## config.mk

```make
export PLATFORM = sky130hd
export DESIGN_NAME = fsc_sync
export DESIGN_NICKNAME = d
export VERILOG_FILES = /design/src/hw/fsc_pkg.sv /design/src/hw/fsc_sync.sv
export SDC_FILE = /design/constraint.sdc
export NUM_CORES = 1
export LEC_CHECK = 0
export BUFFER_PORTS_ARGS = -buffer_cell sky130_fd_sc_hd__buf_2
export CORE_ASPECT_RATIO = 1.1
export CORE_MARGIN = 4
export CORE_UTILIZATION = 39
export DETAILED_ROUTE_END_ITERATION = 12
export PLACE_DENSITY = 0.62
export SYNTH_ARGS = -nofsm -noshare
export SYNTH_HDL_FRONTEND = slang
export SYNTH_SLANG_ARGS = --single-unit
```

## constraint.sdc

```tcl
create_clock -name core_clk -period 8.48 [get_ports core_clk]
set_input_delay 1.696 -clock core_clk [delete_from_list [all_inputs] [get_ports core_clk]]
set_output_delay 1.696 -clock core_clk [all_outputs]
set_load 0.02 [all_outputs]
```

## src/hw/fsc_pkg.sv

```systemverilog
package fsc_pkg;

  // ----------------------------------------
  // Clock and power system timing
  // ----------------------------------------
  localparam longint CLK_HZ          = 25000000;
  localparam longint NOM_POWER_HZ    = 60;
  localparam int     SAMPLES_PER_CYC = 64;
  localparam int     GROUP_SAMPLES   = 4;
  // Nominal sample period as a 16.16 multiple of the clock period
  localparam logic [31:0] NOM_PERIOD_Q16 =
    32'((CLK_HZ * 64'd65536) / (NOM_POWER_HZ * SAMPLES_PER_CYC));
  // Longest silence on a channel before it is declared failed
  localparam longint MAX_GAP_US      = 66000;
  localparam int     MAX_GAP_CYCLES  = int'((MAX_GAP_US * CLK_HZ) / 1000000);

  // ----------------------------------------
  // Loop filter gains, signed with GAIN_SHIFT fraction bits
  // ----------------------------------------
  localparam int          GAIN_SHIFT        = 8;
  localparam logic [15:0] INTEGRAL_GAIN     = 16'h0004;
  localparam logic [15:0] PROPORTIONAL_GAIN = 16'h0040;
  localparam logic [15:0] FREQUENCY_GAIN    = 16'h0010;
  localparam logic [15:0] CLOCK_GAIN        = 16'h0100;

  // ----------------------------------------
  // Message handling and lock
  // ----------------------------------------
  localparam int         LOST_LIMIT_DEF  = 8;
  localparam int         SEQ_SPAN        = 16;
  localparam logic [3:0] SEQ_HALF        = 4'h8;
  localparam logic [15:0] LOCK_THRESHOLD = 16'h0100;
  localparam logic [7:0] STAMP_RESET     = 8'h00;

  // ----------------------------------------
  // Types
  // ----------------------------------------
  typedef enum logic [1:0] {
    FSC_CLEAR  = 2'b00,
    FSC_LOAD   = 2'b01,
    FSC_FILTER = 2'b10,
    FSC_RUN    = 2'b11
  } fsc_phase_t;

  typedef struct packed {
    logic               valid;
    logic signed [15:0] phase_err;
  } fsc_phase_in_t;

  typedef struct packed {
    logic               present;
    logic signed [15:0] deviation;
  } fsc_freq_in_t;

  typedef struct packed {
    logic       valid;
    logic [3:0] seq;
  } fsc_rx_t;

  typedef struct packed {
    logic       valid;
    logic [3:0] seq;
    logic [7:0] stamp;
  } fsc_tx_t;

endpackage : fsc_pkg

```

## src/hw/fsc_sync.sv

```systemverilog
// Function
// RQ1 - PI phase path, frequency into same integrator
// RQ2 - Frequency input zero without deviation measurement
// RQ3 - Four fixed gains set at design time
// RQ4 - Gains chosen for critically damped loop
// RQ5 - 16-bit sample counter reloaded every four samples; the code reloads it every sample and updates the reload value every four
// RQ6 - Period held as integer and fraction registers
// RQ7 - Fraction carry adds one to next reload
// RQ8 - Fraction accumulator never cleared in operation
// RQ9 - 8-bit stamp counts samples, wraps at 255
// RQ10 - Stamp wrap aligned to power cycle start
// RQ11 - Sequence number is stamp's top four bits
// RQ12 - Outgoing message carries sequence and stamp
// RQ13 - Message gap watchdog declares channel failure
// RQ14 - Lost message limit within sequence span
// RQ15 - Sequence gap flags a lost message
// RQ16 - Single loss suspends protection until next message
// RQ17 - Differential starts when all terminals match
// RQ18 - No deviation measured: track by phase alone
// RQ19 - Independent start-up, clock at nominal frequency
// RQ20 - Arriving messages put channel in service
// RQ21 - Low clock uncertainty declares lock, enables protection
// RQ22 - Sample strobe advances stamp and reload logic
module fsc_sync #(
  parameter int NCH        = 2,
  parameter int LOST_LIMIT = fsc_pkg::LOST_LIMIT_DEF,
  parameter int MAX_GAP    = fsc_pkg::MAX_GAP_CYCLES
) (
  // Clock and reset
  input  wire logic                  core_clk,
  input  wire logic                  nrst,
  // Loop filter inputs, one filter step per tick while at least one channel is in service
  input  wire logic                  filter_tick,
  input  wire fsc_pkg::fsc_phase_in_t phase_in,
  input  wire fsc_pkg::fsc_freq_in_t  freq_in,
  input  wire logic [15:0]           clock_unc,
  // Received peer messages
  input  wire fsc_pkg::fsc_rx_t      rx [NCH],
  // Sampling and outgoing message
  output logic                       sample_strobe,
  output logic [7:0]                 time_stamp,
  output logic [3:0]                 seq_num,
  output fsc_pkg::fsc_tx_t           tx_msg,
  // Channel and protection status
  output logic [NCH-1:0]             chan_in_service,
  output logic [NCH-1:0]             chan_failed,
  output logic                       msg_lost,
  output logic                       protect_suspend,
  output logic                       diff_start,
  output logic [3:0]                 diff_seq,
  output logic                       locked,
  output logic                       protect_enable,
  output logic                       running
);
  import fsc_pkg::*;

  // ----------------------------------------
  // Derived constants
  // ----------------------------------------
  localparam int WD_W = $clog2(MAX_GAP + 1);
  // Span check keeps sequence matching unambiguous
  // RQ14 limit within span
  localparam int LOST_EFF = (LOST_LIMIT > SEQ_SPAN / 2) ? SEQ_SPAN / 2 : LOST_LIMIT;
  localparam logic [3:0]      LOST_LIM4 = 4'(LOST_EFF);
  localparam logic [WD_W-1:0] GAP_MAX   = WD_W'(MAX_GAP);

  // ----------------------------------------
  // State
  // ----------------------------------------
  typedef struct packed {
    fsc_phase_t                  phase;
    logic [3:0]                  clr_idx;
    logic [15:0]                 cnt;
    logic [15:0]                 reload;
    logic [1:0]                  grp;
    logic [15:0]                 period_int;
    logic [15:0]                 period_frac;
    logic [15:0]                 frac_acc;
    logic signed [31:0]          integ;
    logic [7:0]                  stamp;
    logic                        strobe;
    fsc_tx_t                     tx;
    logic [NCH-1:0][3:0]         last_seq;
    logic [NCH-1:0]              in_service;
    logic [NCH-1:0]              failed;
    logic [NCH-1:0]              suspend;
    logic [NCH-1:0][WD_W-1:0]    wd;
    logic [SEQ_SPAN-1:0][NCH:0]  match;
    logic                        diff;
    logic [3:0]                  diff_seq;
    logic                        lost;
    logic                        locked;
    logic                        prot_en;
    logic                        run;
    logic                        susp_any;
  } fsc_state_t;

  fsc_state_t s;
  fsc_state_t next_s;

  // ----------------------------------------
  // Helpers
  // ----------------------------------------
  // Signed product scaled back by the gain fraction
  function automatic logic signed [31:0] gain_mul(input logic [15:0] g, input logic signed [15:0] x);
    logic signed [31:0] p;
    p = $signed(g) * x;
    return p >>> GAIN_SHIFT;
  endfunction

  // Messages missing between two sequence numbers, modulo the span
  function automatic logic [3:0] seq_gap(input logic [3:0] now_seq, input logic [3:0] prev_seq);
    return 4'(now_seq - prev_seq - 4'h1);
  endfunction

  logic signed [31:0] freq_term;
  logic signed [31:0] integ_new;
  logic signed [31:0] correction;
  logic [31:0]        period_q16;
  logic [16:0]        frac_sum;
  logic [NCH:0]       all_ones;

  always_comb begin
    next_s     = s;
    freq_term  = '0;
    integ_new  = s.integ;
    correction = '0;
    period_q16 = '0;
    frac_sum   = '0;
    all_ones   = '1;
    next_s.strobe = 1'b0;
    next_s.diff   = 1'b0;
    next_s.lost   = 1'b0;
    next_s.tx.valid = 1'b0;

    // ----------------------------------------
    // Start-up sequence
    // ----------------------------------------
    case (s.phase)
      // RQ19 clear buffer pointers
      FSC_CLEAR: begin
        next_s.match[s.clr_idx] = '0;
        next_s.clr_idx          = s.clr_idx + 4'h1;
        if (s.clr_idx == 4'hF) begin
          next_s.phase = FSC_LOAD;
        end
      end
      // RQ19 nominal frequency settings
      FSC_LOAD: begin
        next_s.period_int  = NOM_PERIOD_Q16[31:16];
        next_s.period_frac = NOM_PERIOD_Q16[15:0];
        next_s.reload      = NOM_PERIOD_Q16[31:16];
        next_s.cnt         = NOM_PERIOD_Q16[31:16];
        next_s.phase       = FSC_FILTER;
      end
      // RQ19 filter state initialised
      FSC_FILTER: begin
        next_s.integ = '0;
        next_s.phase = FSC_RUN;
      end
      default: begin
        next_s.phase = FSC_RUN;
      end
    endcase

    if (s.phase == FSC_RUN) begin
      // ----------------------------------------
      // Loop filter
      // ----------------------------------------
      // RQ2 zero without measurement
      // RQ18 phase-only tracking
      if (freq_in.present) begin
        freq_term = gain_mul(FREQUENCY_GAIN, freq_in.deviation);
      end
      if (filter_tick && |s.in_service) begin
        // RQ1 single shared integrator
        // RQ3 fixed design gains
        // RQ4 critically damped gains
        if (phase_in.valid) begin
          integ_new = s.integ + gain_mul(INTEGRAL_GAIN, phase_in.phase_err) + freq_term;
          correction = integ_new + gain_mul(PROPORTIONAL_GAIN, phase_in.phase_err);
        end else begin
          integ_new  = s.integ + freq_term;
          correction = integ_new;
        end
        next_s.integ = integ_new;
        // RQ6 integer and fraction registers
        period_q16 = NOM_PERIOD_Q16 - 32'((64'(signed'(correction)) * 64'(signed'(CLOCK_GAIN))) >>> GAIN_SHIFT);
        next_s.period_int  = period_q16[31:16];
        next_s.period_frac = period_q16[15:0];
      end

      // ----------------------------------------
      // Sample counter and stamps
      // ----------------------------------------
      // RQ5 counts out each sample period
      if (s.cnt <= 16'h0001) begin
        next_s.cnt    = s.reload;
        next_s.strobe = 1'b1;
        // RQ22 strobe advances stamp
        // RQ9 wraps 255 to zero
        // RQ10 zero at cycle start
        next_s.stamp = s.stamp + 8'h01;
        next_s.grp   = s.grp + 2'h1;
        if (s.grp == 2'(GROUP_SAMPLES - 1)) begin
          // RQ7 carry lengthens next group
          // RQ8 accumulator never cleared
          frac_sum        = {1'b0, s.frac_acc} + {1'b0, s.period_frac};
          next_s.frac_acc = frac_sum[15:0];
          next_s.reload   = s.period_int + {15'h0000, frac_sum[16]};
          next_s.cnt      = s.period_int + {15'h0000, frac_sum[16]};
        end
        // RQ11 top four stamp bits
        if (next_s.stamp[7:4] != s.stamp[7:4]) begin
          // RQ12 sequence plus stamp
          next_s.tx.valid = 1'b1;
          next_s.tx.seq   = next_s.stamp[7:4];
          next_s.tx.stamp = next_s.stamp;
          next_s.match[next_s.stamp[7:4]][0] = 1'b1;
          // Stale entry half a span away is retired before reuse
          next_s.match[next_s.stamp[7:4] + SEQ_HALF] = '0;
        end
      end else begin
        next_s.cnt = s.cnt - 16'h0001;
      end

      // ----------------------------------------
      // Channel supervision
      // ----------------------------------------
      for (int c = 0; c < NCH; c++) begin
        if (rx[c].valid) begin
          next_s.wd[c]     = '0;
          next_s.failed[c] = 1'b0;
          next_s.last_seq[c] = rx[c].seq;
          next_s.match[rx[c].seq][c + 1] = 1'b1;
          // RQ16 resume on next message
          next_s.suspend[c] = 1'b0;
          if (!s.in_service[c]) begin
            // RQ20 place channel in service
            next_s.in_service[c] = 1'b1;
          end else if (seq_gap(rx[c].seq, s.last_seq[c]) != 4'h0) begin
            // RQ15 gap means lost message
            next_s.lost = 1'b1;
            // RQ14 too many lost fails channel
            if (seq_gap(rx[c].seq, s.last_seq[c]) >= LOST_LIM4) begin
              next_s.failed[c]     = 1'b1;
              next_s.in_service[c] = 1'b0;
            end else begin
              // RQ16 suspend dependent computation
              next_s.suspend[c] = 1'b1;
            end
          end
        end else if (s.in_service[c]) begin
          // RQ13 watchdog on message gap
          if (s.wd[c] >= GAP_MAX) begin
            next_s.failed[c]     = 1'b1;
            next_s.in_service[c] = 1'b0;
            next_s.wd[c]         = '0;
          end else begin
            next_s.wd[c] = s.wd[c] + WD_W'(1);
          end
        end
      end

      // ----------------------------------------
      // Measurement matching
      // ----------------------------------------
      // RQ17 all terminals same sequence
      for (int q = 0; q < SEQ_SPAN; q++) begin
        if (!next_s.diff && next_s.match[q] == all_ones && s.prot_en && s.suspend == '0) begin
          next_s.diff     = 1'b1;
          next_s.diff_seq = 4'(q);
          next_s.match[q] = '0;
        end
      end

      // RQ21 lock below threshold
      next_s.locked  = (clock_unc < LOCK_THRESHOLD) && (|s.in_service);
      next_s.prot_en = next_s.locked;
    end

    // ----------------------------------------
    // Status flags
    // ----------------------------------------
    // Registered here so every status output leaves a flip-flop
    next_s.run      = (next_s.phase == FSC_RUN);
    next_s.susp_any = |next_s.suspend;
  end

  // ----------------------------------------
  // Registers
  // ----------------------------------------
  always_ff @(posedge core_clk or negedge nrst) begin
    if (!nrst) begin
      // Start-up sequence begins from a known clear state
      s.phase       <= FSC_CLEAR;
      s.clr_idx     <= 4'h0;
      s.cnt         <= 16'h0000;
      s.reload      <= 16'h0000;
      s.grp         <= 2'h0;
      s.period_int  <= 16'h0000;
      s.period_frac <= 16'h0000;
      s.frac_acc    <= 16'h0000;
      s.integ       <= '0;
      s.stamp       <= STAMP_RESET;
      s.strobe      <= 1'b0;
      s.tx          <= '0;
      s.last_seq    <= '0;
      s.in_service  <= '0;
      s.failed      <= '0;
      s.suspend     <= '0;
      s.wd          <= '0;
      s.match       <= '0;
      s.diff        <= 1'b0;
      s.diff_seq    <= 4'h0;
      s.lost        <= 1'b0;
      s.locked      <= 1'b0;
      s.prot_en     <= 1'b0;
      s.run         <= 1'b0;
      s.susp_any    <= 1'b0;
    end else begin
      s <= next_s;
    end
  end

  // ----------------------------------------
  // Outputs, all taken from state flip-flops
  // ----------------------------------------
  assign sample_strobe   = s.strobe;
  assign time_stamp      = s.stamp;
  assign seq_num         = s.stamp[7:4];
  assign tx_msg          = s.tx;
  assign chan_in_service = s.in_service;
  assign chan_failed     = s.failed;
  assign msg_lost        = s.lost;
  assign protect_suspend = s.susp_any;
  assign diff_start      = s.diff;
  assign diff_seq        = s.diff_seq;
  assign locked          = s.locked;
  assign protect_enable  = s.prot_en;
  assign running         = s.run;

endmodule // fsc_sync

```

---- Word-level counts from Yosys, hierarchy flattened ----
Index checks and enable logic that the tools add are counted.
storage, ports and cells
  flip-flop bits (word level) ............. 255
  input bits .............................. 63
  output and inout bits ................... 40
  logic and storage cells ................. 328
operators by class
  add/subtract/negate cells ............... 18
  order comparisons ....................... 16
  equality and inequality tests ........... 24
  mux-type cells .......................... 129
  bitwise operators ....................... 7
  reduce and logical (&&, ||, !) cells .... 90
operators by type and width
  kind                                                 count
  two-way mux 32 bit                                   12
  two-way mux 48 bit                                   8
  two-way mux 248 bit                                  1
  two-way mux 5 bit                                    29
  bitwise OR 48 bit                                    3
  two-way mux 21 bit                                   6
  AND 48 bit                                           2
  NOT 48 bit                                           2
  adder 32 bit                                         2
  demux 3 bit (select 4 bit)                           5
  logical AND 1 bit                                    54
  two-way mux 3 bit                                    18
  == test 3 bit, second input constant                 16
  two-way mux 16 bit                                   3
  adder 21 x 1 -> 21 bit, second input constant        2
  >= comparator 21 bit, second input constant          2
  two-way mux 1 bit                                    37
  adder 32 x 10 -> 32 bit                              1
  adder 32 x 14 -> 32 bit                              1
  subtractor 29 x 32 -> 32 bit, first input constant   1
  < comparator 4 x 5 -> 1 bit, second input constant   5
  two-way mux 22 bit                                   1
  >= comparator 4 x 1 -> 1 bit, second input constant  5
  two-way mux 18 bit                                   1
  29 further kinds                                     67

---- Logic depth before layout (Yosys ltp) ----
Gate-level depths: netlist of run 1.
  word-level depth ........................ 114
  depth in mapped cells ................... 29
  depth with buffers taken out ............ 28

---- Worst setup path before layout of run 1 ----
OpenSTA, ideal clock, no wires.
  path kind ............................... input to register
  from .................................... input port freq_in[15] (netlist bit)
  to ...................................... register s[215] (netlist bit)
  library setup time ...................... 131 ps
  data arrival time ....................... 7476 ps
  data required time ...................... 8349 ps
  setup slack ............................. 873 ps
  cell stages on the path ................. 24
  cell sequence ........................... and2_1 fa_1 ha_1 a21o_1 a21o_1 a211oi_1 o31a_1 o21ai_0 a21o_1 a21oi_1 xnor2_1 ha_1 o21a_1 o211ai_1 nor2_1 a211oi_1 o21ai_1 xor2_1 mux2_2 a211oi_1 a211oi_2 nor3_1 xor2_1 o21ai_1
RTL lines
  item         line            RTL
  from (decl)  fsc_sync.sv:35  input wire fsc_pkg::fsc_freq_in_t freq_in,
  to (decl)    fsc_sync.sv:98  fsc_state_t s;

==> metrics.yaml, run 1 <==
grt_overflow: 0
ys_warn_count: 0
final_cells: 3132
tightestPinTransition_ps: 1290
start_kind: "input pin"
drt_first_pass_iters: 6
dp_slack_ps: 327
setup-tns-final_ps: 0
die_width_um: 225
stdcell_area_um2: 22100
nNetsFinal: 2673
synthToLayoutAreaGrowth_pct: 9.09
synth_fp_nets: 2651
cts_setup_buffers: 0
fin_skew_ps: 24.8
wirelength_mm: 54.5
critPathRequiredTime_ps: 8910
dp_hpwl_mm: 40.0
antenna_found_initial: 0
worstPathArrival_ps: 8030
numCtsBuffers: 28
setup_violations: 0
placed_cell_area_um2: 21100
num_rows: 87
syn_inst: 2422
cts_resized: 0
path_clk_slew_ps: 60
die_h_um: 247
clkSinkCount: 251
io_buffers: 88
ys.flop_type: "dfrtp_1"
clock_path_buffers: 3
initial_core_util_pct: 39.5
synthTopCellsByArea: "dfrtp_1 31%, ha_1 8.0%, o21ai_0 4.9%, nand2_1 4.9%, a21oi_1 4.6%"
vias: 18100
yosysSeqAreaShare_pct: 31.0
synth_async_sr_flop_share_pct: 100
post-route-period-util_pct: 89.7
cts_root_buffer: "clkbuf_16"
cp-end-kind: "flip-flop"
num_io_pins: 103
total_leakage_power_nw: 9.60
drt_iter0_drc: 1299
hold_buffers: 0
finalWorstSetupSlack_ps: 873
yosysUniqueCellTypes: 96
fillers: 5007
ir_drop_mv: 0.185
status: "finished clean"
core-area_um2: 51300
clock_latency_ps: 580
slew_viol_final: 0
drcViolationCount: 0
finalCriticalPeriod_ps: 7610
cellPowerDensity_nw_per_um2: 380
crit_fanout: 12
grt_pass1_vias: 17700
synth_area_um2: 20200
hold_viol: 0
cts_tree: "yes"
drv_cap: 0
final_util_pct: 43.1
fmax_mhz: 131
synth_edf_count: 0
crit_type: "input pin to flip-flop"
wl_per_cell_um: 17.4
rsz0062_at_grt: "false"
grt_max_degree: 100
yosys_register_bits: 251
postRouteAntennaNets: 0
die-area_um2: 55600
netlist.area_leader.share_pct: 31.0
yosysTopAreaCell: "dfrtp_1"
avgSynthCellArea_um2: 8.36
placedCellCount: 3081
hp-class: "flip-flop to flip-flop"
cts_htree_levels: 1
via_per_inst: 5.77
antenna-diode-count: 0
grt_usage_pct: 19.1
drive_above_1_share_pct: 9.49
grt_pass1_wl_mm: 89.8
place_congestion: 0.909
slew_headroom_pct: 12.5
-- worst max-delay path, stage by stage --
cell and delay [ps]:
buf_2 170, and2_1 230, fa_1 440, ha_1 260
fa_1 450, a211oi_1 400, o21ai_0 190, a31oi_1 390
o21ai_0 200, a21o_1 200, a21oi_1 160, xnor2_1 140
ha_1 400, o21ai_0 110, nand2b_1 80, inv_1 40
a31oi_1 430, a211oi_2 200, o31ai_1 330, buf_4 180
mux2i_1 180, a211oi_1 80, buf_4 160, a211oi_1 310
a211oi_2 150, nor3_1 190, xor2_1 190, o21ai_1 70
-- cell families (layout without fill, tap and decap cells) --
kind of cell             Yosys count  count (layout)  share of synthesized area (%)
buffers and inverters            187             230                           4.18
AND/OR/NAND/NOR                  899             899                           21.8
XOR/XNOR                         161             161                           6.97
multiplexers                      32              32                           1.72
AO/OA/AOI/OAI                    726             726                           22.7
flip-flops                       251             251                           31.0
adder cells (fa/ha/maj)          166             166                           11.6
-- power breakdown --
group	internal, mW	total (mW)	switching, mW
clock	0.735	1.27	0.531
sequential	1.41	1.58	0.176
combinational	2.38	5.54	3.16
total	4.52	8.39	3.87
-- worst paths after layout --
| kind | depth (start not counted) | startpoint | slack [ps] | endpoint |
|---|---|---|---|---|
| max | 28 | freq_in[16] | 870 | s[215] |
| min | 1 | s[216] | 480 | s[216] |
| max reg2reg | 26 | s[137] | 1910 | s[215] |
| min reg2reg | 1 | s[216] | 480 | s[216] |
| max in group asynchronous | 2 | nrst | 6030 | s[11] |
| min in group asynchronous | 1 | nrst | 1080 | s[71] |
-- cell type report --
type                       count  area, um^2  area share, %
multi-input combinational   1984       13100           59.5
sequential                   251        6280           28.4
tap                          667         835           3.78
clock buffer                  35         767           3.47
timing repair buffer         112         631           2.86
inverter                      67         251           1.14
clock inverter                16         184          0.833
-- through the flow --
stage / total power [mW] / hold slack, ps
detailed placement: 7.07 / 472
floorplan: 5.93 / 443
global route: 9.18 / 511
finish: 8.39 / 477
global placement: 6.96 / 453
CTS: 8.39 / 486
-- placed cells by master, fill, tap and decap left out, types with 11 or more instances in the layout --
cell,n
nand2_1,261
dfrtp_1,251
o21ai_0,200
nor2_1,198
a21oi_1,187
ha_1,129
nand3_1,128
xnor2_1,100
buf_2,87
nor3_1,69
inv_1,67
xor2_1,61
a21o_1,47
fa_1,37
o22ai_1,36
and3_1,34
nand2b_1,33
o31ai_1,33
a31oi_1,32
and2_1,29
clkbuf_16,28
nor2b_1,26
a211oi_1,24
buf_4,24
nand4_1,23
mux2_2,23
nor4_1,22
o21a_1,18
o211ai_1,17
or3_1,16
o21bai_1,14
o21ai_1,13
o22a_1,11
-- sequential cells by signal (all words and copies together) (netlist names) --
register and flops:
tx_msg 9, protect_enable 1, protect_suspend 1, time_stamp 8, diff_seq 4, s 220
running 1, sample_strobe 1, diff_start 1, chan_failed 2, msg_lost 1, chan_in_service 2
-- cell usage after synthesis, types with 6 or more instances --
cell type	number
nor2b_1	26
or2_2	9
buf_4	34
a31oi_1	32
o22a_1	11
o21ai_1	13
nor4_1	22
mux2_2	23
nand4_1	23
mux2i_1	9
and3_1	34
xnor2_1	100
o31ai_1	33
xor2_1	61
o21ai_0	200
o21a_1	18
nand2_1	262
inv_1	67
nor3_1	69
nand3_1	129
a21oi_1	187
nand2b_1	33
nor2_1	198
a21boi_0	7
ha_1	129
buf_2	7
fa_1	37
buf_1	6
a21o_1	47
clkbuf_1	72
o211ai_1	17
o32ai_1	7
a211oi_1	24
o22ai_1	36
and2_1	31
nor3_2	6
or3_1	16
o21bai_1	14
dfrtp_1	251
-- per-layer routing --
metal / routed length (um) / share of wire, % / vias to the layer above / GRT usage, %
met3: 2940 / 5.4 / 98 / 2.08
met5: 0 / 0 / - / 0
met1: 24300 / 45 / 8670 / 25.5
met4: 1530 / 2.8 / 0 / 5.87
li1: - / - / 8836 / -
met2: 25700 / 47 / 479 / 32.8
Note: power is estimated with default switching activity, not from simulation.
==> inputs of run 2 (changes only) <==
==> constraint.sdc (replaced) <==
create_clock -name core_clk -period 8.48 [get_ports core_clk]
set_input_delay 0.848 -clock core_clk [delete_from_list [all_inputs] [get_ports core_clk]]
set_output_delay 0.848 -clock core_clk [all_outputs]
set_load 0.02 [all_outputs]
==> metrics.yaml, run 2 (synthesis gave the netlist of run 1 again) <==
fillers: 5036  # +0.58%
setup-tns-final_ps: 0  # unchanged
met1_usage_pct: 25.1  # -0.33 points
nNetsFinal: 2667  # -0.22%
grt_most_used_layer: "met2"
final_common_cell: "nand2_1"
antenna_found_initial: 0  # unchanged
critical-path-top-delay-family: "compound AO/OA/AOI/OAI gates"
totalPowerFinal_mw: 8.38  # about the same
tightestPinTransition_ps: 1280  # -10.2 ps
cts_root_buffer: "clkbuf_16"
postRouteAntennaNets: 0  # unchanged
clkSinkCount: 251  # unchanged
register_area_um2: 6280  # unchanged
num_rows: 87  # unchanged
initial_core_util_pct: 39.5  # unchanged
fmax_mhz: 147  # +12%
wirelength_mm: 53.4  # -1.9%
post-route-period-util_pct: 80.0  # -9.7 points
hold_viol: 0  # unchanged
worstPathArrival_ps: 7230  # -800 ps
drive_above_1_share_pct: 9.15  # -0.35 points
die_h_um: 247  # unchanged
use_met2_pct: 31.9  # -0.97 points
die_width_um: 225  # unchanged
ir_drop_mv: 0.250  # +35%
cts_htree_levels: 1  # unchanged
clock_latency_ps: 580  # about the same
io_buffers: 88  # unchanged
crit_fanout: 12  # unchanged
grt_usage_pct: 18.7  # -0.40 points
path_clk_slew_ps: 60  # about the same
critPathRequiredTime_ps: 8930  # +20 ps
fin_skew_ps: 19.0  # -5.79 ps
total_leakage_power_nw: 9.60  # about the same
slew_viol_final: 0  # unchanged
drt_iter0_drc: 1188  # -8.5%
hold_buffers: 0  # unchanged
core-area_um2: 51300  # unchanged
place_congestion: 0.949  # +4.5%
drcViolationCount: 0  # unchanged
cts_tree: "yes"
via_per_inst: 5.74  # -0.55%
setup_violations: 0  # unchanged
regMostFlops: "s"
cts_resized: 0  # unchanged
start_kind: "input pin"
largest_reg_flops: 220  # unchanged
dp_hpwl_mm: 39.4  # -1.5%
grt_max_degree: 142  # +42%
cts_setup_buffers: 0  # unchanged
cp-end-kind: "flip-flop"
crit_type: "input pin to flip-flop"
finalCriticalPeriod_ps: 6790  # -820 ps
slew_headroom_pct: 13.2  # +0.69 points
wl_per_cell_um: 17.1  # -1.8%
synthToLayoutAreaGrowth_pct: 9.17  # about the same
grt_pass1_vias: 17500  # -1.6%
hold_slack_ps: 349  # -129 ps
grt_pass1_wl_mm: 88.3  # -1.8%
cpPeakStageDelay_ps: 530  # +80 ps
drt_first_pass_iters: 6  # unchanged
multi_input_area_um2: 13100  # unchanged
grt_overflow: 0  # unchanged
status: "finished clean"
hp-class: "input pin to async pin"
antenna-diode-count: 0  # unchanged
die-area_um2: 55600  # unchanged
critPathSlowestCell: "o31ai_1"
cellPowerDensity_nw_per_um2: 379  # -0.12%
final_cell_mix: "261 x nand2_1, 251 x dfrtp_1, 200 x o21ai_0"
num_io_pins: 103  # unchanged
rsz0062_at_grt: "false"
critPathBufInv: 2  # -2
clock_path_buffers: 3  # unchanged
numCtsBuffers: 29  # +3.6%
drv_cap: 0  # unchanged
grt_use_met3_pct: 2.45  # +0.37 points
final_util_pct: 43.1  # about the same
vias: 18000  # -0.71%
## run 2: cell count changes in the layout (fill, tap and decap cells not counted), sizes merged
cell	previous run	this run
buf	112	105
clkbuf	35	40
clkinvlp	4	1
bufinv	3	5
clkinv	8	6
## run 2: final timing paths
check	from	to	slack (ps)	depth (start not counted)
min	nrst	s[70]	350	1
min in group core_clk	s[168]	s[168]	470	2
min reg2reg	s[168]	s[168]	470	2
max reg2reg	s[137]	s[215]	1880	24
max	freq_in[16]	s[215]	1690	26
max in group asynchronous	nrst	s[162]	6860	2
## run 2: layout make-up
cell class | count | area share, %
clock inverter | 13 | 0.906
multi-input combinational | 1984 | 59.4
timing repair buffer | 105 | 2.67
tap | 667 | 3.78
sequential | 251 | 28.4
inverter | 67 | 1.14
clock buffer | 40 | 3.65
## run 2: layer usage
layer  part of all wire [%]  vias up
li1                       -     8822
met1                     45     8571
met2                     47      456
met3                    5.5      105
met4                    2.2        0
met5                      0        -
## run 2: worst register-to-register path: stages (launching register included)
cell      delay, ps
dfrtp_1         450
fa_1            480
ha_1            250
fa_1            430
a211oi_1        360
o21ai_0         190
a31oi_1         390
o21ai_0         190
a21o_1          210
a21oi_1         170
xnor2_1         150
ha_1            410
o21ai_0         120
nand2b_1         80
inv_1            40
a31oi_1         480
a211oi_2        210
o31ai_1         530
mux2i_1         140
a211oi_1        450
a211oi_1        130
a211oi_2        310
nor3_1           90
xor2_1          140
o21ai_1          70
## run 2: through the flow
step	setup slack, ps	cells	cell area [um^2]
after floorplan	1720	2422	20200
after global placement	1170	3074	21100
after detailed placement	1120	3074	21100
after CTS	1720	3127	22100
after global routing	1080	3127	22100
final	1690	3127	22100
## run 2: power breakdown
part           switching, mW  internal, mW  leakage (nW)  total [mW]
logic                   3.14          2.33          5.97        5.47
clock network          0.516         0.814         0.493        1.33
registers              0.178          1.41          3.14        1.59
